## src/inc/dtmfhp_map.vh

```
// Purpose: Constants for the tone transceiver host port.
// Assumes: 40 MHz system clock.
// Notes: Definitions only.
`ifndef DTMFHP_MAP_VH
`define DTMFHP_MAP_VH

// Clock rate in hertz
`define DTMFHP_CLK_HZ 40000000
// Register select values
`define DTMFHP_SEL_DATA 1'b0
`define DTMFHP_SEL_CTRL 1'b1
// Control field positions
`define DTMFHP_CTL_TONE_EN 0
`define DTMFHP_CTL_IRQ_EN 1
`define DTMFHP_CTL_CP_MODE 2
`define DTMFHP_CTL_BURST 3
// Control reset value
`define DTMFHP_CTL_RESET 4'h0
// Status field positions
`define DTMFHP_ST_IRQ 0
`define DTMFHP_ST_TX_DONE 1
`define DTMFHP_ST_RX_FULL 2
`define DTMFHP_ST_DSTEER 3
// Receive code reset value
`define DTMFHP_RX_RESET 4'h0
// Burst and pause lengths in milliseconds
`define DTMFHP_BURST_MS 50
`define DTMFHP_PAUSE_MS 50
// Burst and pause lengths in cycles at 40 MHz, sized for the counter
`define DTMFHP_BURST_CYC 22'h1E8480
`define DTMFHP_PAUSE_CYC 22'h1E8480
// Settle delay before delayed steering, in cycles
`define DTMFHP_SETTLE_CYC 4'h3
// Burst counter width
`define DTMFHP_CNT_W 22

`endif

```

## src/design/dtmfhp_burst.v

```verilog
// Purpose: Burst timer: tone for one period, then a silent pause.
// Assumes: start is a one-cycle pulse; lengths are in clock cycles.
// Notes: A start while busy is ignored.
`timescale 1ns/100ps
`include "dtmfhp_map.vh"

module dtmfhp_burst #(
  parameter [`DTMFHP_CNT_W-1:0] TONE_CYC = 22'h1,
  parameter [`DTMFHP_CNT_W-1:0] PAUSE_CYC = 22'h1
) (
  // Clock and reset
  input wire clk,
  input wire reset_n,
  // Control
  input wire start,
  // Status
  output reg tone_on,
  output reg busy,
  output reg done
);

  localparam [1:0] ST_IDLE = 2'h0;
  localparam [1:0] ST_TONE = 2'h1;
  localparam [1:0] ST_PAUSE = 2'h2;

  reg [1:0] state; // Timer phase
  reg [`DTMFHP_CNT_W-1:0] count; // Cycles left in phase

  // Phase sequencing with precise counts
  always @(posedge clk or negedge reset_n) begin
    if (!reset_n) begin
      state <= ST_IDLE;
      count <= {`DTMFHP_CNT_W{1'b0}};
      tone_on <= 1'b0;
      busy <= 1'b0;
      done <= 1'b0;
    end else begin
      done <= 1'b0;
      case (state)
        ST_IDLE: begin
          if (start) begin
            state <= ST_TONE;
            count <= TONE_CYC - 22'h1;
            tone_on <= 1'b1;
            busy <= 1'b1;
          end
        end
        ST_TONE: begin
          if (count == {`DTMFHP_CNT_W{1'b0}}) begin
            state <= ST_PAUSE;
            count <= PAUSE_CYC - 22'h1;
            tone_on <= 1'b0;
          end else begin
            count <= count - 22'h1;
          end
        end
        ST_PAUSE: begin
          if (count == {`DTMFHP_CNT_W{1'b0}}) begin
            state <= ST_IDLE;
            busy <= 1'b0;
            done <= 1'b1;
          end else begin
            count <= count - 22'h1;
          end
        end
        default: begin
          state <= ST_IDLE;
          tone_on <= 1'b0;
          busy <= 1'b0;
        end
      endcase
    end
  end

endmodule // dtmfhp_burst

```

## src/design/dtmfhp_top.v

```verilog
// Purpose: Digital side of a tone transceiver: host port, steering, request pin.
// Assumes: All inputs synchronous to clk; analog front end is outside.
// Notes: Two-way pins appear as in, out and output enable.
`timescale 1ns/100ps
`include "dtmfhp_map.vh"

// How it works
// - Data lines driven only on selected read
// - Register select decoded with read, write strobes
// - Interrupt mode: request low after tone event
// - Progress mode: request pin follows filtered input
// - Early detect rises on valid tone pair
// - Early detect falls on any signal loss
// - Steering high registers pair, updates latch
// - Steering low frees receiver for next pair
// - Guard output from early detect and steering
// - Burst mode times tone and pause internally
// - Progress filter selectable instead of decoding
// - Pair latched as four-bit receive code
// - Delayed steering holds request low, readable
// - Receive register read shows latched code
module dtmfhp_top #(
  parameter [`DTMFHP_CNT_W-1:0] BURST_CYC = `DTMFHP_BURST_CYC,
  parameter [`DTMFHP_CNT_W-1:0] PAUSE_CYC = `DTMFHP_PAUSE_CYC
) (
  // Clock and reset
  input wire clk,
  input wire reset_n,
  // Host strobes
  input wire chip_select_n,
  input wire read_n,
  input wire write_n,
  input wire register_select,
  // Host data bus, split
  input wire [3:0] host_data_in,
  output reg [3:0] host_data_out,
  output reg host_data_oe,
  // Tone detector results
  input wire tone_pair_valid,
  input wire [1:0] tone_low_index,
  input wire [1:0] tone_high_index,
  // Filtered call-progress comparator level
  input wire progress_level,
  // Steering and guard pin, split
  input wire steering_guard_in,
  output reg steering_guard_out,
  output reg steering_guard_oe,
  // Early detect
  output reg early_detect_out,
  // Open-drain request or progress pin
  output reg request_or_progress_out,
  output reg request_or_progress_oe,
  // Transmitter
  output reg tone_out_enable,
  output reg [3:0] tone_out_code
);

  // Tone pair to four-bit code
  function [3:0] pair_code;
    input [1:0] low;
    input [1:0] high;
    begin
      if (high == 2'h3) begin
        pair_code = (low == 2'h3) ? 4'h0 : (4'hD + {2'h0, low});
      end else if (low == 2'h3) begin
        case (high)
          2'h0: pair_code = 4'hB; // Star
          2'h1: pair_code = 4'hA; // Zero
          default: pair_code = 4'hC; // Hash
        endcase
      end else begin
        pair_code = {low, 2'h0} - {2'h0, low} + {2'h0, high} + 4'h1;
      end
    end
  endfunction

  reg [3:0] control; // Mode and enable bits
  reg [3:0] tx_code; // Code to send
  reg [3:0] rx_code; // Latched received code
  reg rx_full; // Unread code present
  reg tx_done; // Burst finished, sticky
  reg dsteer; // Delayed steering flag
  reg [3:0] settle; // Settle countdown
  reg steer_prev; // Steering level last cycle
  reg write_prev_n; // Write strobe last cycle
  reg read_prev_sel; // Select during last read cycle
  reg read_prev_rs; // Register select during last read
  reg burst_start; // Burst launch pulse
  wire burst_tone; // Burst tone phase
  wire burst_busy; // Burst in progress
  wire burst_done; // Burst finished pulse
  wire write_edge; // Write strobe release while selected
  wire read_end; // Selected read just finished
  wire cp_mode; // Call-progress mode
  wire steer_rise; // Steering crossed upward
  wire irq_level; // Request condition

  // Strobes act only while selected
  assign write_edge = ~chip_select_n & write_n & ~write_prev_n;
  assign read_end = read_prev_sel & (read_n | chip_select_n);
  assign cp_mode = control[`DTMFHP_CTL_CP_MODE];
  assign steer_rise = steering_guard_in & ~steer_prev;
  assign irq_level = dsteer | tx_done;

  // Burst timer
  dtmfhp_burst #(
    .TONE_CYC(BURST_CYC),
    .PAUSE_CYC(PAUSE_CYC)
  ) u_burst (
    .clk(clk),
    .reset_n(reset_n),
    .start(burst_start),
    .tone_on(burst_tone),
    .busy(burst_busy),
    .done(burst_done)
  );

  // Strobe history
  always @(posedge clk or negedge reset_n) begin
    if (!reset_n) begin
      write_prev_n <= 1'b1;
      read_prev_sel <= 1'b0;
      read_prev_rs <= 1'b0;
      steer_prev <= 1'b0;
    end else begin
      write_prev_n <= write_n | chip_select_n;
      read_prev_sel <= ~chip_select_n & ~read_n;
      read_prev_rs <= register_select;
      steer_prev <= steering_guard_in;
    end
  end

  // Host writes: select picks transmit code or control
  always @(posedge clk or negedge reset_n) begin
    if (!reset_n) begin
      control <= `DTMFHP_CTL_RESET;
      tx_code <= 4'h0;
      burst_start <= 1'b0;
    end else begin
      burst_start <= 1'b0;
      if (write_edge) begin
        if (register_select == `DTMFHP_SEL_CTRL) begin
          control <= host_data_in;
        end else begin
          tx_code <= host_data_in;
          // Burst mode launches timed tone on a code write while no burst is running
          burst_start <= control[`DTMFHP_CTL_BURST] & ~burst_busy;
        end
      end
    end
  end

  // Host read data and enable, registered
  always @(posedge clk or negedge reset_n) begin
    if (!reset_n) begin
      host_data_out <= 4'h0;
      host_data_oe <= 1'b0;
    end else begin
      host_data_oe <= ~chip_select_n & ~read_n;
      if (register_select == `DTMFHP_SEL_DATA) begin
        host_data_out <= rx_code;
      end else begin
        host_data_out <= {dsteer, rx_full, tx_done, irq_level};
      end
    end
  end

  // Early detect, guard output, registration
  always @(posedge clk or negedge reset_n) begin
    if (!reset_n) begin
      early_detect_out <= 1'b0;
      steering_guard_out <= 1'b0;
      steering_guard_oe <= 1'b0;
      rx_code <= `DTMFHP_RX_RESET;
    end else begin
      // Decoding inhibited while progress filter selected
      early_detect_out <= tone_pair_valid & ~cp_mode;
      // Drive toward early detect once steering agrees with it
      steering_guard_out <= early_detect_out;
      steering_guard_oe <= ~(early_detect_out ^ steering_guard_in);
      if (steer_rise & ~cp_mode) begin
        rx_code <= pair_code(tone_low_index, tone_high_index);
      end
    end
  end

  // Delayed steering after settle, cleared by steering low
  always @(posedge clk or negedge reset_n) begin
    if (!reset_n) begin
      dsteer <= 1'b0;
      settle <= 4'h0;
      rx_full <= 1'b0;
    end else begin
      if (!steering_guard_in) begin
        dsteer <= 1'b0;
        settle <= 4'h0;
      end else if (steer_rise & ~cp_mode) begin
        settle <= `DTMFHP_SETTLE_CYC;
      end else if (settle == 4'h1) begin
        dsteer <= 1'b1;
        settle <= 4'h0;
      end else if (settle != 4'h0) begin
        settle <= settle - 4'h1;
      end
      // New code sets, data read clears; set wins
      if (settle == 4'h1 && steering_guard_in) begin
        rx_full <= 1'b1;
      end else if (read_end & (read_prev_rs == `DTMFHP_SEL_DATA)) begin
        rx_full <= 1'b0;
      end
    end
  end

  // Transmit done flag: burst end sets, status read clears
  always @(posedge clk or negedge reset_n) begin
    if (!reset_n) begin
      tx_done <= 1'b0;
    end else if (burst_done) begin
      tx_done <= 1'b1;
    end else if (read_end & (read_prev_rs == `DTMFHP_SEL_CTRL)) begin
      tx_done <= 1'b0;
    end
  end

  // Open-drain request or progress pin, and tone output
  always @(posedge clk or negedge reset_n) begin
    if (!reset_n) begin
      request_or_progress_out <= 1'b0;
      request_or_progress_oe <= 1'b0;
      tone_out_enable <= 1'b0;
      tone_out_code <= 4'h0;
    end else begin
      request_or_progress_out <= 1'b0;
      if (cp_mode) begin
        request_or_progress_oe <= ~progress_level;
      end else begin
        request_or_progress_oe <= control[`DTMFHP_CTL_IRQ_EN] & irq_level;
      end
      if (control[`DTMFHP_CTL_BURST]) begin
        tone_out_enable <= burst_tone & control[`DTMFHP_CTL_TONE_EN];
      end else begin
        tone_out_enable <= control[`DTMFHP_CTL_TONE_EN];
      end
      tone_out_code <= tx_code;
    end
  end

endmodule // dtmfhp_top

```

## config.mk

```make
export PLATFORM = sky130hd
export DESIGN_NAME = dtmfhp_top
export DESIGN_NICKNAME = d
export VERILOG_FILES = /design/src/design/dtmfhp_burst.v /design/src/design/dtmfhp_top.v
export VERILOG_INCLUDE_DIRS = /design/src /design/src/inc
export SDC_FILE = /design/constraint.sdc
export NUM_CORES = 1
export LEC_CHECK = 0
export ABC_CLOCK_PERIOD_IN_PS = 2500
export BUFFER_PORTS_ARGS = -buffer_cell sky130_fd_sc_hd__buf_2
export CELL_PAD_IN_SITES_DETAIL_PLACEMENT = 0
export CELL_PAD_IN_SITES_GLOBAL_PLACEMENT = 1
export CORE_MARGIN = 2
export CORE_UTILIZATION = 46
export DETAILED_ROUTE_END_ITERATION = 8
export HOLD_SLACK_MARGIN = 0.03
export PLACE_DENSITY_LB_ADDON = 0.1
export SYNTH_ARGS = -nofsm -noshare
export SYNTH_HDL_FRONTEND = slang
export SYNTH_SLANG_ARGS = --single-unit
```

## constraint.sdc

```tcl
create_clock -name clk -period 2.5 [get_ports clk]
set_input_delay 0.5 -clock clk [delete_from_list [all_inputs] [get_ports clk]]
set_output_delay 0.5 -clock clk [all_outputs]
set_load 0.05 [all_outputs]
```

==> impl_metrics.tcl <==
set metrics [dict create \
    wl_um 6810 \
    synth_area_um2 3310 \
    grtUsageMet2 0.313 \
    finalClockSkew_ns 0.00830 \
    ys_warn_count 0 \
    async_reset_ff_frac 1.00 \
    p_leak_nw 1.75 \
    route.antenna.remaining_nets 0 \
    remaining_drc_errors 0 \
    stdcell_area_um2 3870 \
    cts-root-buf "clkbuf_8" \
    synth_top_family_by_area "compound AO/OA/AOI/OAI gates" \
    maxCapViolCount 0 \
    end_kind "flip-flop" \
    grt_max_degree 37 \
    syn2layout_area_growth_pct 17.0 \
    num_antenna_cells 0 \
    synth_ff_type "dfrtp_1" \
    synth-simple-area-share 0.173 \
    drtIter0Drc 63 \
    grt_use_met1 0.255 \
    core_area_um2 6870 \
    hold_start "progress_level" \
    synth_edf_count 0 \
    fp-row-count 30 \
    syn_nets 354 \
    cp_num_buf_inv 2 \
    place_area_um2 3650 \
    vias 2521 \
    cts.sink_count 64 \
    syn-instance-count 324 \
    cts.clk_slew.worst_paths_ns 0.08 \
    nets 400 \
    crit_chain "inv_1, ha_1, nand2b_1, a21boi_0, o21ai_2, buf_12, or4_2, a21oi_1" \
    irDropWorstVdd_mv 0.536 \
    post-cts-setup-buffers 0 \
    worstPathArrival_ns 2.52 \
    netlist_top_cells_count "dfrtp_1, o21ai_0, nor2_1" \
    antenna_found_initial 0 \
    crit_path_max_fanout 34 \
    synth_top_area_frac 0.476 \
    wl_per_cell_um 14.4 \
    synth-seq-area-share 0.484 \
    finalSetupViolCount 0 \
    worstReg2RegStart "u_burst.state[0]" \
    netlist_top_cells_area "dfrtp_1, ha_1, o21ai_0" \
    synth_xor_area_frac 0.0132 \
    tightest_slew_ns 0.528 \
    clkLatencyLatePin_ns 0.34 \
    finalHoldViolations 0 \
    synth_largest_area_cell "dfrtp_1" \
    grt_usage 0.192 \
    rsz0062_at_grt "false" \
    synth_adder_area_share 0.0514 \
    startpoint_type "flip-flop" \
    yosysUniqueCellTypes 61 \
    grt_pass1_vias 2412 \
    cts_tree "yes" \
    fin_setup_tns_ns 0 \
    status "finished, final reports clean" \
    die_y_um 88.8 \
    layout_worst_path_cycle_share 0.909 \
    max-slew-margin-rel 0.645 \
    die-area_um2 7890 \
    cts_buffer_depth 2 \
    max_stage_delay_ns 0.61 \
    io_pins 32 \
    crit_path_start "u_burst.state[0]" \
    powerDensity_nw_per_um2 1110 \
    avgViaCountPerCell 5.35 \
    top_usage_layer "met2" \
    start_util 0.482 \
    drt_first_pass_iters 4 \
    postSynthRegisterBits 64 \
    min_path_type "primary input to flip-flop" \
    gp_congestion 0.804 \
    maxSlewViolCount 0 \
    cpMaxStageDelayCell "or4_2" \
    overflow 0 \
    fmax_ghz 0.440 \
    required_ns 2.75 \
    synth_most_common_cell "dfrtp_1" \
    die_w_um 88.8 \
    critPathTopFamily "simple AND/OR/NAND/NOR gates" \
    syn_avg_cell_area_um2 10.2 \
    final_period_minus_worst_setup_slack_ns 2.27 \
    drive_gt1_frac 0.253 \
    portBuffers 30 \
    numCtsBuffers 9 \
    worstSetupPathType "flip-flop to flip-flop" \
    htree_levels 3 \
    use_met3 0.0476 \
    post-dp-hpwl_um 4840 \
    grt_pass1_wl_um 11700 \
    synth-compound-area-share 0.186 \
    synth_mux_area_frac 0.0499 \
]
## kinds of logic after synthesis
logic type               after synthesis
other                                  1
XOR/XNOR                               5
AO/OA/AOI/OAI                         99
flip-flops                            64
multiplexers                          15
AND/OR/NAND/NOR                       94
adder cells (fa/ha/maj)               13
buffers and inverters                 33
## final cells by class
type | count | area (um2)
Timing Repair Buffer | 46 | 285
Clock inverter | 6 | 85.1
Sequential cell | 64 | 1600
Inverter | 22 | 82.6
Fill cell | 624 | 3000
Clock buffer | 10 | 128
Tap cell | 96 | 120
Multi-Input combinational cell | 227 | 1570
## repair_timing
| action | CTS | global route |
|---|---|---|
| hold endpoints to repair | 4 | 0 |
| hold buffers | 1 | 0 |
| resized for setup | 0 | 0 |
## through the flow
step                      setup WS [ns]  power, mW   util  cells  hold slack [ns]
after global routing             0.0623       4.63  0.564    471            0.315
after detailed placement          0.282       3.36  0.532    454            0.324
after floorplan                   0.503       2.87      -    324            0.204
after CTS                         0.257       4.34  0.564    471            0.312
final                             0.228       4.29  0.564    471            0.324
after global placement            0.343       3.33  0.532    454            0.326
## power breakdown
group / leakage, nW / switching [mW] / internal, mW
Clock: 0.102 / 0.402 / 0.558
Combinational: 0.849 / 1.07 / 0.673
Sequential: 0.798 / 0.268 / 1.32
## metal layers
layer,up-vias,wire [um]
li1,1278,-
met1,1186,3240
met2,51,3240
met3,6,270
met4,0,60
met5,-,0
## cells in the final DEF, fill, tap and decap left out, types with 12 or more instances in the layout
cell type	synthesis	final
buf_4	3	14
nand2_1	13	13
buf_2	2	30
inv_1	22	22
nor2_1	24	24
a31oi_1	12	12
dfrtp_1	63	63
o21ai_0	28	28
ha_1	12	12
a21oi_1	20	20
mux2_2	12	12
## worst reg2reg max path, cell delays in order, from the launching register on
cell	delay, ns
dfrtp_1	0.38
inv_1	0.07
ha_1	0.22
nand2b_1	0.11
a21boi_0	0.31
o21ai_2	0.12
buf_12	0.18
or4_2	0.62
a21oi_1	0.17
## flip-flops by register name (all words and copies together) (netlist names), 2 cells and up
signal and flops:
tx_code 4, u_burst.state 2, rx_code 4, host_data_out 4, u_burst.count 22, control 4, settle 4, tone_out_code 4
## worst paths after layout
kind	cells after the start	slack, ns	end
max	8	0.23	u_burst.count[9]
min	2	0.32	request_or_progress_oe
max reg2reg	8	0.23	u_burst.count[9]
min reg2reg	0	0.38	tone_out_code[2]
max in group asynchronous	3	1.31	u_burst.count[12]
min in group asynchronous	2	0.51	settle[2]
No activity file was read; power rests on OpenSTA's default activity.
